<file path="config.mk">
export PLATFORM = sky130hd
export DESIGN_NAME = adc_serial_config_port
export DESIGN_NICKNAME = d
export VERILOG_FILES = /design/src/hdl/cfg_port_pkg.sv /design/src/hdl/adc_serial_config_port.sv /design/src/hdl/pin_sync.sv
export SDC_FILE = /design/constraint.sdc
export NUM_CORES = 1
export LEC_CHECK = 0
export BUFFER_PORTS_ARGS = -buffer_cell sky130_fd_sc_hd__buf_4
export CAP_MARGIN = 20
export CORE_MARGIN = 4
export CORE_UTILIZATION = 39
export DETAILED_ROUTE_END_ITERATION = 12
export PLACE_DENSITY = 0.67
export SLEW_MARGIN = 25
export SYNTH_ARGS = -nofsm -noshare
export SYNTH_HDL_FRONTEND = slang
export SYNTH_SLANG_ARGS = --single-unit
</file>
<file path="constraint.sdc">
create_clock -name mclk -period 6 [get_ports mclk]
set_input_delay 0.6 -clock mclk [delete_from_list [all_inputs] [get_ports mclk]]
set_output_delay 0.6 -clock mclk [all_outputs]
set_load 0.05 [all_outputs]
</file>
<file path="src/hdl/cfg_port_pkg.sv">
package cfg_port_pkg;

	// command word layout
	localparam int          CMD_W        = 16;
	localparam int          OP_MSB       = 15;
	localparam int          OP_LSB       = 12;
	localparam int          DATA_W       = 12;
	localparam int          CNT_W        = 6;
	localparam int          REF_W        = 9;
	localparam int          REF_MSB      = 11;
	localparam int          REF_LSB      = 3;

	// opcodes in the top four bits of the command word
	localparam logic [3:0]  OP_NOP       = 4'h0;
	localparam logic [3:0]  OP_RD_REFA   = 4'h1;
	localparam logic [3:0]  OP_RD_REFB   = 4'h2;
	localparam logic [3:0]  OP_RD_CFG    = 4'h3;
	localparam logic [3:0]  OP_WR_CFG    = 4'h8;
	localparam logic [3:0]  OP_WR_REFA   = 4'h9;
	localparam logic [3:0]  OP_WR_REFB   = 4'hA;

	// configuration word bit positions
	localparam int          CFG_CLK_MODE = 11;
	localparam int          CFG_LANES    = 10;
	localparam int          CFG_RANGE    = 9;
	localparam int          CFG_REF_SEL  = 6;
	localparam int          CFG_STANDBY  = 5;

	// only defined bits are kept; standby does not read back
	localparam logic [11:0] CFG_KEEP     = 12'hE60;
	localparam logic [11:0] CFG_RD_MASK  = 12'hE40;
	localparam logic [11:0] CFG_RESET    = 12'h000;
	localparam logic [8:0]  REF_RESET    = 9'h1FF;

	// falling-edge counts that validate a frame
	localparam logic [5:0]  N_32_DUAL    = 6'h20;
	localparam logic [5:0]  N_32_SINGLE  = 6'h30;
	localparam logic [5:0]  N_16_DUAL    = 6'h10;
	localparam logic [5:0]  N_16_SINGLE  = 6'h20;
	localparam logic [5:0]  CAPTURE_N    = 6'h10;
	localparam logic [5:0]  CNT_MAX      = 6'h3F;
	localparam logic [5:0]  CNT_ONE      = 6'h01;

	// pin bit positions into the synchroniser
	localparam int          PIN_W        = 3;
	localparam int          PIN_CS       = 2;
	localparam int          PIN_SCLK     = 1;
	localparam int          PIN_SDI      = 0;

	typedef enum logic [0:0] {
		ST_IDLE  = 1'b0,
		ST_FRAME = 1'b1
	} frame_state_t;

	typedef enum logic [1:0] {
		RD_NONE = 2'b00,
		RD_REFA = 2'b01,
		RD_REFB = 2'b10,
		RD_CFG  = 2'b11
	} rd_sel_t;

	typedef struct packed {
		logic sixteen_clk_mode;
		logic output_lane_select;
		logic double_range;
		logic internal_ref;
		logic standby_req;
	} cfg_out_t;

	typedef struct packed {
		frame_state_t           st;
		logic [CNT_W-1:0]       falls;
		logic [CMD_W-1:0]       cmd;
		logic [CMD_W-1:0]       shout;
		logic [DATA_W-1:0]      cfg;
		logic [REF_W-1:0]       ref_a;
		logic [REF_W-1:0]       ref_b;
		rd_sel_t                rd_pend;
		cfg_out_t               cfg_o;
		logic [CNT_W-1:0]       need;
		logic                   lane_a;
		logic                   lane_b;
		logic                   valid_p;
		logic                   invalid_p;
	} state_t;

	localparam state_t STATE_RST = '{
		st:        ST_IDLE,
		falls:     6'h00,
		cmd:       16'h0000,
		shout:     16'h0000,
		cfg:       CFG_RESET,
		ref_a:     REF_RESET,
		ref_b:     REF_RESET,
		rd_pend:   RD_NONE,
		cfg_o:     5'h00,
		need:      N_32_DUAL,
		lane_a:    1'b0,
		lane_b:    1'b0,
		valid_p:   1'b0,
		invalid_p: 1'b0
	};

endpackage : cfg_port_pkg

</file>
<file path="src/hdl/adc_serial_config_port.sv">
`timescale 1ns/100ps
// Overview of operation
// - a frame runs from chip select falling to chip select rising
// - enough clock falling edges in a frame commit its write at chip select rise
// - 32-clock mode needs 32 edges dual-lane, 48 single-lane
// - 16-clock mode needs 16 edges dual-lane, 32 single-lane
// - too few edges before chip select rises: no register changes
// - first 16 input bits captured msb first; settings apply only when validated
// - top four captured bits pick operation, target and meaning of the rest
// - opcodes 1, 2, 3 request readback of level A, level B, configuration
// - opcodes 8, 9, A write configuration, level A, level B
// - opcodes 0, B and any with bit 14 set do nothing
// - configuration written in a frame steers the following frame
// - configuration word clears to zero at power-up
// - bit 11 picks 16-clock mode; fixed-32 variant ignores it
// - bit 10 picks single output lane A instead of two lanes
// - bit 9 picks doubled input span
// - bit 6 picks internal reference, zero picks external
// - bit 5 is write-only standby enter or leave control
// - level write takes captured bits 11 to 3; low three bits read zero
// - frame after readback request shifts register out on lane A, lane B zero
module adc_serial_config_port #(
	parameter bit FIXED_32CLK = 1'b0
) (
	// clock and reset
	input  wire logic                           mclk,
	input  wire logic                           rstn,
	// serial pins from the host
	input  wire logic                           cs_n,
	input  wire logic                           sclk,
	input  wire logic                           sdi,
	// serial data pins to the host
	output logic                                serial_out_lane_a,
	output logic                                serial_out_lane_b,
	// settings seen by the converter core for the current frame
	output cfg_port_pkg::cfg_out_t              cfg_out,
	output logic [cfg_port_pkg::REF_W-1:0]      ref_level_chan_a,
	output logic [cfg_port_pkg::REF_W-1:0]      ref_level_chan_b,
	// frame status
	output logic                                frame_active,
	output logic                                frame_valid,
	output logic                                frame_invalid
);
	import cfg_port_pkg::*;

	logic [PIN_W-1:0]  pin_lvl;
	logic [PIN_W-1:0]  pin_rise;
	logic [PIN_W-1:0]  pin_fall;
	state_t            s_q;
	state_t            s_d;
	logic [3:0]        op;
	logic [CMD_W-1:0]  rd_word;
	logic [CNT_W-1:0]  need_next;
	cfg_out_t          cfg_next;

	// the serial clock is sampled, not used as a clock: 16 samples per bit at the bench rate
	pin_sync #(
		.W(PIN_W)
	) u_pin_sync (
		.mclk      (mclk),
		.rstn      (rstn),
		.pin_async ({cs_n, sclk, sdi}),
		.level     (pin_lvl),
		.rise      (pin_rise),
		.fall      (pin_fall)
	);

	assign op = s_q.cmd[OP_MSB:OP_LSB];

	// word to be shifted out in the frame after a readback request
	always_comb begin
		case (s_q.rd_pend)
			RD_REFA: rd_word = {4'h0, s_q.ref_a, 3'h0};
			RD_REFB: rd_word = {4'h0, s_q.ref_b, 3'h0};
			RD_CFG:  rd_word = {4'h0, s_q.cfg & CFG_RD_MASK};
			default: rd_word = 16'h0000;
		endcase
	end

	// settings taken at frame start, so a write lands one frame later
	always_comb begin
		cfg_next.sixteen_clk_mode   = s_q.cfg[CFG_CLK_MODE] & ~FIXED_32CLK;
		cfg_next.output_lane_select = s_q.cfg[CFG_LANES];
		cfg_next.double_range       = s_q.cfg[CFG_RANGE];
		cfg_next.internal_ref       = s_q.cfg[CFG_REF_SEL];
		cfg_next.standby_req        = s_q.cfg[CFG_STANDBY];
		case ({cfg_next.sixteen_clk_mode, cfg_next.output_lane_select})
			2'b00:   need_next = N_32_DUAL;
			2'b01:   need_next = N_32_SINGLE;
			2'b10:   need_next = N_16_DUAL;
			2'b11:   need_next = N_16_SINGLE;
			default: need_next = N_32_DUAL;
		endcase
	end

	always_comb begin
		s_d           = s_q;
		s_d.valid_p   = 1'b0;
		s_d.invalid_p = 1'b0;
		s_d.lane_b    = 1'b0;
		case (s_q.st)
			ST_IDLE: begin
				s_d.lane_a = 1'b0;
				if (pin_fall[PIN_CS]) begin
					s_d.st      = ST_FRAME;
					s_d.falls   = 6'h00;
					s_d.cmd     = 16'h0000;
					s_d.cfg_o   = cfg_next;
					s_d.need    = need_next;
					s_d.shout   = rd_word;
					s_d.lane_a  = rd_word[CMD_W-1];
					s_d.rd_pend = RD_NONE;
				end
			end
			ST_FRAME: begin
				if (pin_rise[PIN_CS]) begin
					// a clock fall in the same cycle as the rise is not counted
					s_d.st     = ST_IDLE;
					s_d.lane_a = 1'b0;
					if (s_q.falls >= s_q.need) begin
						s_d.valid_p = 1'b1;
						case (op)
							OP_RD_REFA: s_d.rd_pend = RD_REFA;
							OP_RD_REFB: s_d.rd_pend = RD_REFB;
							OP_RD_CFG:  s_d.rd_pend = RD_CFG;
							OP_WR_CFG:  s_d.cfg = s_q.cmd[DATA_W-1:0] & CFG_KEEP;
							OP_WR_REFA: s_d.ref_a = s_q.cmd[REF_MSB:REF_LSB];
							OP_WR_REFB: s_d.ref_b = s_q.cmd[REF_MSB:REF_LSB];
							default:    s_d.rd_pend = RD_NONE;
						endcase
					end else begin
						s_d.invalid_p = 1'b1;
					end
				end else if (pin_fall[PIN_SCLK]) begin
					if (s_q.falls != CNT_MAX) begin
						s_d.falls = s_q.falls + CNT_ONE;
					end
					if (s_q.falls < CAPTURE_N) begin
						s_d.cmd = {s_q.cmd[CMD_W-2:0], pin_lvl[PIN_SDI]};
					end
					s_d.shout  = {s_q.shout[CMD_W-2:0], 1'b0};
					s_d.lane_a = s_q.shout[CMD_W-2];
				end
			end
			default: begin
				s_d = STATE_RST;
			end
		endcase
	end

	always_ff @(posedge mclk or negedge rstn) begin
		if (!rstn) begin
			s_q <= STATE_RST;
		end else begin
			s_q <= s_d;
		end
	end

	assign serial_out_lane_a = s_q.lane_a;
	assign serial_out_lane_b = s_q.lane_b;
	assign cfg_out           = s_q.cfg_o;
	assign ref_level_chan_a  = s_q.ref_a;
	assign ref_level_chan_b  = s_q.ref_b;
	assign frame_active      = s_q.st;
	assign frame_valid       = s_q.valid_p;
	assign frame_invalid     = s_q.invalid_p;

endmodule : adc_serial_config_port

</file>
<file path="src/hdl/pin_sync.sv">
`timescale 1ns/100ps
module pin_sync #(
	parameter int W = 3
) (
	// clock and reset
	input  wire logic         mclk,
	input  wire logic         rstn,
	// asynchronous pins
	input  wire logic [W-1:0] pin_async,
	// synchronised level and edge pulses
	output logic      [W-1:0] level,
	output logic      [W-1:0] rise,
	output logic      [W-1:0] fall
);

	typedef struct packed {
		logic [W-1:0] meta;
		logic [W-1:0] sync;
		logic [W-1:0] prev;
	} sync_state_t;

	sync_state_t s_q;
	sync_state_t s_d;

	always_comb begin
		s_d      = s_q;
		s_d.meta = pin_async;
		s_d.sync = s_q.meta;
		s_d.prev = s_q.sync;
	end

	always_ff @(posedge mclk or negedge rstn) begin
		if (!rstn) begin
			s_q <= '0;
		end else begin
			s_q <= s_d;
		end
	end

	// edges look only at the second stage and the one after it
	genvar i;
	generate
		for (i = 0; i < W; i++) begin : g_edge
			assign level[i] = s_q.sync[i];
			assign rise[i]  = s_q.sync[i] & ~s_q.prev[i];
			assign fall[i]  = ~s_q.sync[i] & s_q.prev[i];
		end
	endgenerate

endmodule : pin_sync

</file>
==> results of run 1 <==
==> power by group through the flow <==
stage | clock network (uW) | registers (uW) | logic (uW)
floorplan | 0 | 604 | 97.7
finish | 424 | 598 | 136
global placement | 0 | 605 | 134
global route | 456 | 603 | 157
detailed placement | 0 | 607 | 137
CTS | 436 | 597 | 138
==> cell families (layout without fill, tap and decap cells) <==
logic type | count (synthesis) | in the layout | share of synthesized area
AOI/OAI and AO/OA | 51 | 51 | 0.0971
adders and majority gates | 5 | 5 | 0.0176
buffers and inverters | 46 | 57 | 0.0757
DFF | 78 | 78 | 0.556
muxes | 31 | 31 | 0.0968
other | 1 | 1 | 0.00105
and+or+nand+nor | 117 | 117 | 0.156
==> worst register-to-register path, delay by kind of cell, from the launching register on <==
| family | cells | cell delay (ns) |
|---|---|---|
| simple gates | 2 | 1.00 |
| flops | 1 | 0.64 |
| mux | 1 | 0.41 |
| buf+inv | 1 | 0.39 |
==> path summary, 6_finish.rpt <==
kind / from / to / depth (start not counted)
min in group mclk: u_pin_sync.s_d[5]$_DFF_PN0_ / u_pin_sync.level[2]$_DFF_PN0_ / 0
hold / removal: rstn / cfg_out[3]$_DFFE_PN0P_ / 1
hold reg to reg: u_pin_sync.s_d[5]$_DFF_PN0_ / u_pin_sync.level[2]$_DFF_PN0_ / 0
setup reg to reg: frame_active$_DFF_PN0_ / ref_level_chan_a[8]$_DFFE_PN1P_ / 4
max in group asynchronous: rstn / u_pin_sync.s_q[2]$_DFF_PN0_ / 1
setup / recovery: frame_active$_DFF_PN0_ / ref_level_chan_a[8]$_DFFE_PN1P_ / 4
==> cell usage in the layout (no fill, tap or decap), drive strengths merged, types with 2 or more instances in the layout <==
cell	instances
ha	5
nand2	64
buf	33
a22oi	5
or3	2
dfstp	19
nand2b	2
dfrtp	59
nor2b	5
nand3	7
clkbuf	13
nand3b	2
a41oi	2
nor2	17
a21oi	7
mux2	27
o21ai	23
nor3	9
a221oi	5
mux2i	4
and4bb	2
clkinv	2
inv	8
a221o	4
==> per-layer routing <==
metal | global-route usage | share of wire | vias to the layer above
li1 | - | - | 1124
met1 | 0.183 | 0.45 | 1148
met2 | 0.224 | 0.48 | 54
met3 | 0.0469 | 0.048 | 14
met4 | 0.0428 | 0.015 | 0
met5 | 0 | 0 | -
==> sequential cells by signal, summed over array words and instances, names as in the netlist, 2 cells and up <==
name / count
cfg_next: 5
cfg_out: 5
op: 4
ref_level_chan_a: 9
ref_level_chan_b: 9
s_q: 34
u_pin_sync.level: 3
u_pin_sync.s_d: 3
u_pin_sync.s_q: 2
==> area by class of cell <==
class	instances	share of cell area
flip-flops and latches	78	0.501
inverters	8	0.00762
clock buffers	13	0.0457
multi-input cells	205	0.337
well taps	108	0.0343
clock inverters	3	0.0102
repair buffers	33	0.0638
==> per-stage QoR <==
| step | worst slack (ns) | util | std cells |
|---|---|---|---|
| after floorplan | 3.89 | - | 329 |
| after global placement | 3.56 | 0.421 | 432 |
| after detailed placement | 3.51 | 0.421 | 432 |
| after global routing | 3.33 | 0.448 | 448 |
| after CTS | 3.49 | 0.446 | 448 |
| final | 3.48 | 0.448 | 448 |
==> summary.md, run 1 <==
| Metric | Value |
|---|---|
| Register area share after synthesis | `0.556` |
| Sequential power share | `0.516` |
| Ys Warns | `0` |
| Synthesized area per cell | `10.8 um^2` |
| # fillers | `806` |
| Worst Max-Slew Pin Slew | `0.844 ns` |
| Post-synth top cells | `64 x nand2_1, 59 x dfrtp_1, 27 x mux2_2` |
| Tmin final | `2.52 ns` |
| RD Place Congestion | `0.783` |
| Reg area | `1980 um^2` |
| Area share of the largest cell type after synthesis | `0.415` |
| Overall routing resource usage | `0.141` |
| Num rows | `34` |
| Worst path required time | `6.27 ns` |
| Die width | `103 um` |
| MaxCap Viol Count | `0` |
| Status | `finished clean` |
| Fin Clk Skew | `0.00688 ns` |
| Detail Route Antenna Nets | `0` |
| # diodes | `0` |
| CTS Buffer Depth | `2` |
| Crit-path cells | `buf_4 > nand2_1 > nor3_2 > mux2_2` |
| Final Hold Fails | `0` |
| First-pass GRT wire length | `11600 um` |
| Port Buffers | `31` |
| Remaining global-route overflow | `0` |
| Area delta synth->final | `10.9%` |
| Initial Utilization | `0.404` |
| Hold slack final | `0.256 ns` |
| WL final | `6910 um` |
| Int Pwr | `857 uW` |
| Top cells by area, synth | `dfrtp_1 42%, dfstp_2 14%, mux2_2 8.6%, nand2_1 6.8%, buf_4 5.3%` |
| CTS Buf Count | `9` |
| CP bufs+invs | `1` |
| Vias/cell | `5.22` |
| R2R Setup Slk | `3.48 ns` |
| Post-synth EDFFs | `0` |
| Async S/R FF share, synth | `1.00` |
| Clock network fraction of total power | `0.366` |
| Initial antenna violation count | `0` |
| Core region area | `8810 um^2` |
| Layout cells sized above 1 | `0.300` |
| Root buffer selected by CTS | `clkbuf_8` |
| Endpoints failing setup | `0` |
| Synthesized cell area | `3560 um^2` |
| Crit Path Category | `register to register` |
| Max stage delay on crit path | `0.75 ns` |
| Top-count cell post-synth | `nand2_1` |
| CP Max Fanout | `29` |
| Max_slew headroom | `0.434` |
| P per Cell Area | `294 nW/um^2` |
| Pre-antenna DRT Iters | `4` |
| Worst path arrival time | `2.78 ns` |
| Placed Area | `3710 um^2` |
| CTS Hold Bufs | `0` |
| Die H | `103 um` |
| 1st-iter DRT viols | `131` |
| Final HPWL DP | `4800 um` |
| Clock Latency Late Sink | `0.34 ns` |
| RSZ-0062 raised after global routing | `false` |
| Maximum VDD drop | `0.116 mV` |
| Area of the multi-input gates | `1330 um^2` |
| Main synth FF type | `dfrtp_1` |
| Fmax | `398 MHz` |
| Post-synthesis cell count | `329` |
| CP max stage cell | `nor3_2` |
| Pleak | `0.00178 uW` |
| WL/cell | `15.4 um` |
| Final Net Count | `345` |
| Routed via count | `2340` |
| Worst min-delay path class | `input port to asynchronous set/reset pin` |
| Sw Share | `0.260` |
| Synth Register Bits | `78` |
| DIE AREA | `10700 um^2` |
| Sw power | `301 uW` |
| # DRC | `0` |
| PostCTS Resize Cnt | `0` |
| Clk slew on worst S/H paths | `0.08 ns` |
| Critical Path Start Type | `register` |
| Yosys cell types | `40` |
| Post-CTS Setup Inserts | `0` |
| Top delay family on crit path | `simple AND/OR/NAND/NOR gates` |
| H-tree Lvls | `3` |
| Setup TNS Final | `0 ns` |
| Fin area | `3940 um^2` |
| Dominant cell type by area after synthesis | `dfrtp_1` |
| CTS tree | `built` |
| Part of the power in combinational logic | `0.118` |
| Crit end category | `register` |
| Fin. max-slew vios | `0` |
| Vias in the first global route | `2362` |
| Largest net degree at the start of global routing | `79` |
| Crit share post-route | `0.419` |
| Post-Syn Nets | `339` |
| Total Power | `1160 uW` |
| Io pins | `33` |
| Clock Sinks | `78` |
Note: power is estimated with default switching activity, not from simulation.
==> run 2, diff against run 1 <==
PLACE_DENSITY = 0.69   (was 0.67)
clock period = 2.3 ns   (was 6 ns; I/O delays follow)
==> run 2 against run 1 <==
Die area is the same; utilization grew 1.2 points; power grew to 2.7 times the previous value; non-clock buffer count grew 10; flip-flop and latch count is the same; first-iteration DRC count shrank 29%; critical endpoint is now ref_level_chan_b[5]$_DFFE_PN1P_; worst hold slack lost 0.25 ns.
==> summary.md, run 2 (synthesis gave the netlist of run 1 again) <==
| Metric | Value |
|---|---|
| Vias in the first global route | `2353 (-0.38%)` |
| Reg2Reg Depth | `6 (+2)` |
| Vias/cell | `5.12 (-1.9%)` |
| Worst path required time | `2.58 ns (-3.69 ns)` |
| P per Cell Area | `771 nW/um^2 (+160%)` |
| Clock Latency Late Sink | `0.35 ns (about the same)` |
| Fmax | `465 MHz (+17%)` |
| Post-CTS Setup Inserts | `0 (unchanged)` |
| CTS Buf Count | `9 (unchanged)` |
| # diodes | `0 (unchanged)` |
| Crit Path Category | `register to register` |
| Die H | `103 um (unchanged)` |
| Most frequent cells in the layout | `64 x nand2_1, 59 x dfrtp_1, 40 x buf_4` |
| Largest register FFs | `34 (unchanged)` |
| Root buffer selected by CTS | `clkbuf_8` |
| Finished Core Util | `0.460 (+0.0122)` |
| Overall routing resource usage | `0.147 (+0.00596)` |
| DR WL met2 | `3400 um (+1.6%)` |
| Final Hold Fails | `0 (unchanged)` |
| H-tree Lvls | `3 (unchanged)` |
| Metal-1 WL | `3270 um (+4.5%)` |
| MaxCap Viol Count | `0 (unchanged)` |
| RSZ-0062 raised after global routing | `false` |
| Placed Area | `3760 um^2 (+1.4%)` |
| Area delta synth->final | `13.9%` |
| Crit share post-route | `0.934 (+0.515)` |
| Port Buffers | `31 (unchanged)` |
| Tmin final | `2.15 ns (-0.366 ns)` |
| Worst setup path start | `s_q[9]$_DFFE_PN1P_` |
| WL/cell | `15.4 um (-0.43%)` |
| Initial antenna violation count | `0 (unchanged)` |
| DIE AREA | `10700 um^2 (unchanged)` |
| Num rows | `34 (unchanged)` |
| Io pins | `33 (unchanged)` |
| Core region area | `8810 um^2 (unchanged)` |
| Layout cells sized above 1 | `0.311 (+0.0114)` |
| Worst path arrival time | `2.42 ns (-0.36 ns)` |
| Met3 WL post-DR | `279 um (-16%)` |
| Fin. max-slew vios | `0 (unchanged)` |
| CTS Buffer Depth | `2 (unchanged)` |
| WL final | `7030 um (+1.8%)` |
| Top reg by flops | `s_q` |
| Routed via count | `2346 (+0.26%)` |
| Total Power | `3120 uW (+170%)` |
| Maximum VDD drop | `0.396 mV (+240%)` |
| Pleak | `0.00184 uW (+3.3%)` |
| Crit end category | `register` |
| Worst min-delay path class | `input port to asynchronous set/reset pin` |
| Clock Sinks | `78 (unchanged)` |
| Hold slack final | `0.00490 ns (-0.251 ns)` |
| Die width | `103 um (unchanged)` |
| Status | `finished clean` |
| RD Place Congestion | `0.807 (+3.1%)` |
| R2R Path Start | `s_q[9]$_DFFE_PN1P_` |
| # DRC | `0 (unchanged)` |
| Initial Utilization | `0.404 (unchanged)` |
| Max_slew headroom | `0.399 (-0.0353)` |
| Final HPWL DP | `4820 um (+0.50%)` |
| Critical Path Start Type | `register` |
| Endpoints failing setup | `0 (unchanged)` |
| Most common cell after layout, fill and taps aside | `nand2_1` |
| CP Max Fanout | `9 (-69%)` |
| Final Net Count | `355 (+2.9%)` |
| # fillers | `837 (+3.8%)` |
| Worst Max-Slew Pin Slew | `0.902 ns (+0.0575 ns)` |
| Detail Route Antenna Nets | `0 (unchanged)` |
| CTS tree | `built` |
| First-pass GRT wire length | `11800 um (+1.9%)` |
| Uppermost layer routed | `met4` |
| Clk slew on worst S/H paths | `0.07 ns (about the same)` |
| Largest net degree at the start of global routing | `73 (-7.6%)` |
| Setup ws final | `0.151 ns (-3.33 ns)` |
| 1st-iter DRT viols | `93 (-29%)` |
| Fin area | `4050 um^2 (+2.7%)` |
| Fin Clk Skew | `0.0113 ns (+0.00442 ns)` |
| Pre-CTS setup slack | `-0.0520 ns (-3.57 ns)` |
| Remaining global-route overflow | `0 (unchanged)` |
| Pre-antenna DRT Iters | `4 (unchanged)` |
[run 2: final timing paths]
check	end	slack, ns
worst max-delay path	ref_level_chan_b[5]$_DFFE_PN1P_	0.15
worst min-delay path	s_q[82]$_DFFE_PN0P_	0.005
worst max register to register	ref_level_chan_b[5]$_DFFE_PN1P_	0.15
worst min register to register	u_pin_sync.level[2]$_DFF_PN0_	0.35
max in group asynchronous	ref_level_chan_a[2]$_DFFE_PN1P_	1.57
min in group mclk	u_pin_sync.level[2]$_DFF_PN0_	0.35
[run 2: final cells by class]
class,count,area (um^2),area share
clock buffer,13,170,0.0420
clock inverter,3,65.1,0.0161
inverter,8,30.0,0.00741
multi-input combinational,205,1340,0.332
sequential,78,1980,0.488
tap,108,135,0.0334
timing repair buffer,43,330,0.0816
[run 2: per-layer routing]
layer  up-vias  global-route usage
met5         -                   0
met4         0              0.0388
met3         8              0.0530
met2        40               0.232
met1      1161               0.192
li1       1137                   -
[run 2: power by group]
| part | internal [uW] | switching, uW |
|---|---|---|
| clock network | 706 | 474 |
| registers | 1480 | 73.5 |
| logic | 148 | 242 |
| total | 2330 | 789 |
[run 2: stage by stage]
| stage | std cells | TNS [ns] |
|---|---|---|
| after floorplan | 329 | 0 |
| after global placement | 439 | -0.0454 |
| after detailed placement | 439 | -0.593 |
| after CTS | 458 | 0 |
| after global routing | 458 | 0 |
| final | 458 | 0 |
[run 2: worst max-delay path: stages (launching register included)]
cell,delay [ns]
dfstp_2,0.53
inv_1,0.06
ha_4,0.26
and4bb_2,0.25
a221oi_4,0.11
nor3_4,0.48
mux2_2,0.40
[run 2: repair_timing]
| item | 4_1_cts | 5_1_grt |
|---|---|---|
| endpoints found under the setup margin | 18 | 5 |
| resized for setup | 2 | 1 |
| endpoints found under the hold margin | 3 | 0 |
| gates cloned | 0 | 0 |
| pin swaps | 0 | 4 |
| hold buffers | 3 | 0 |
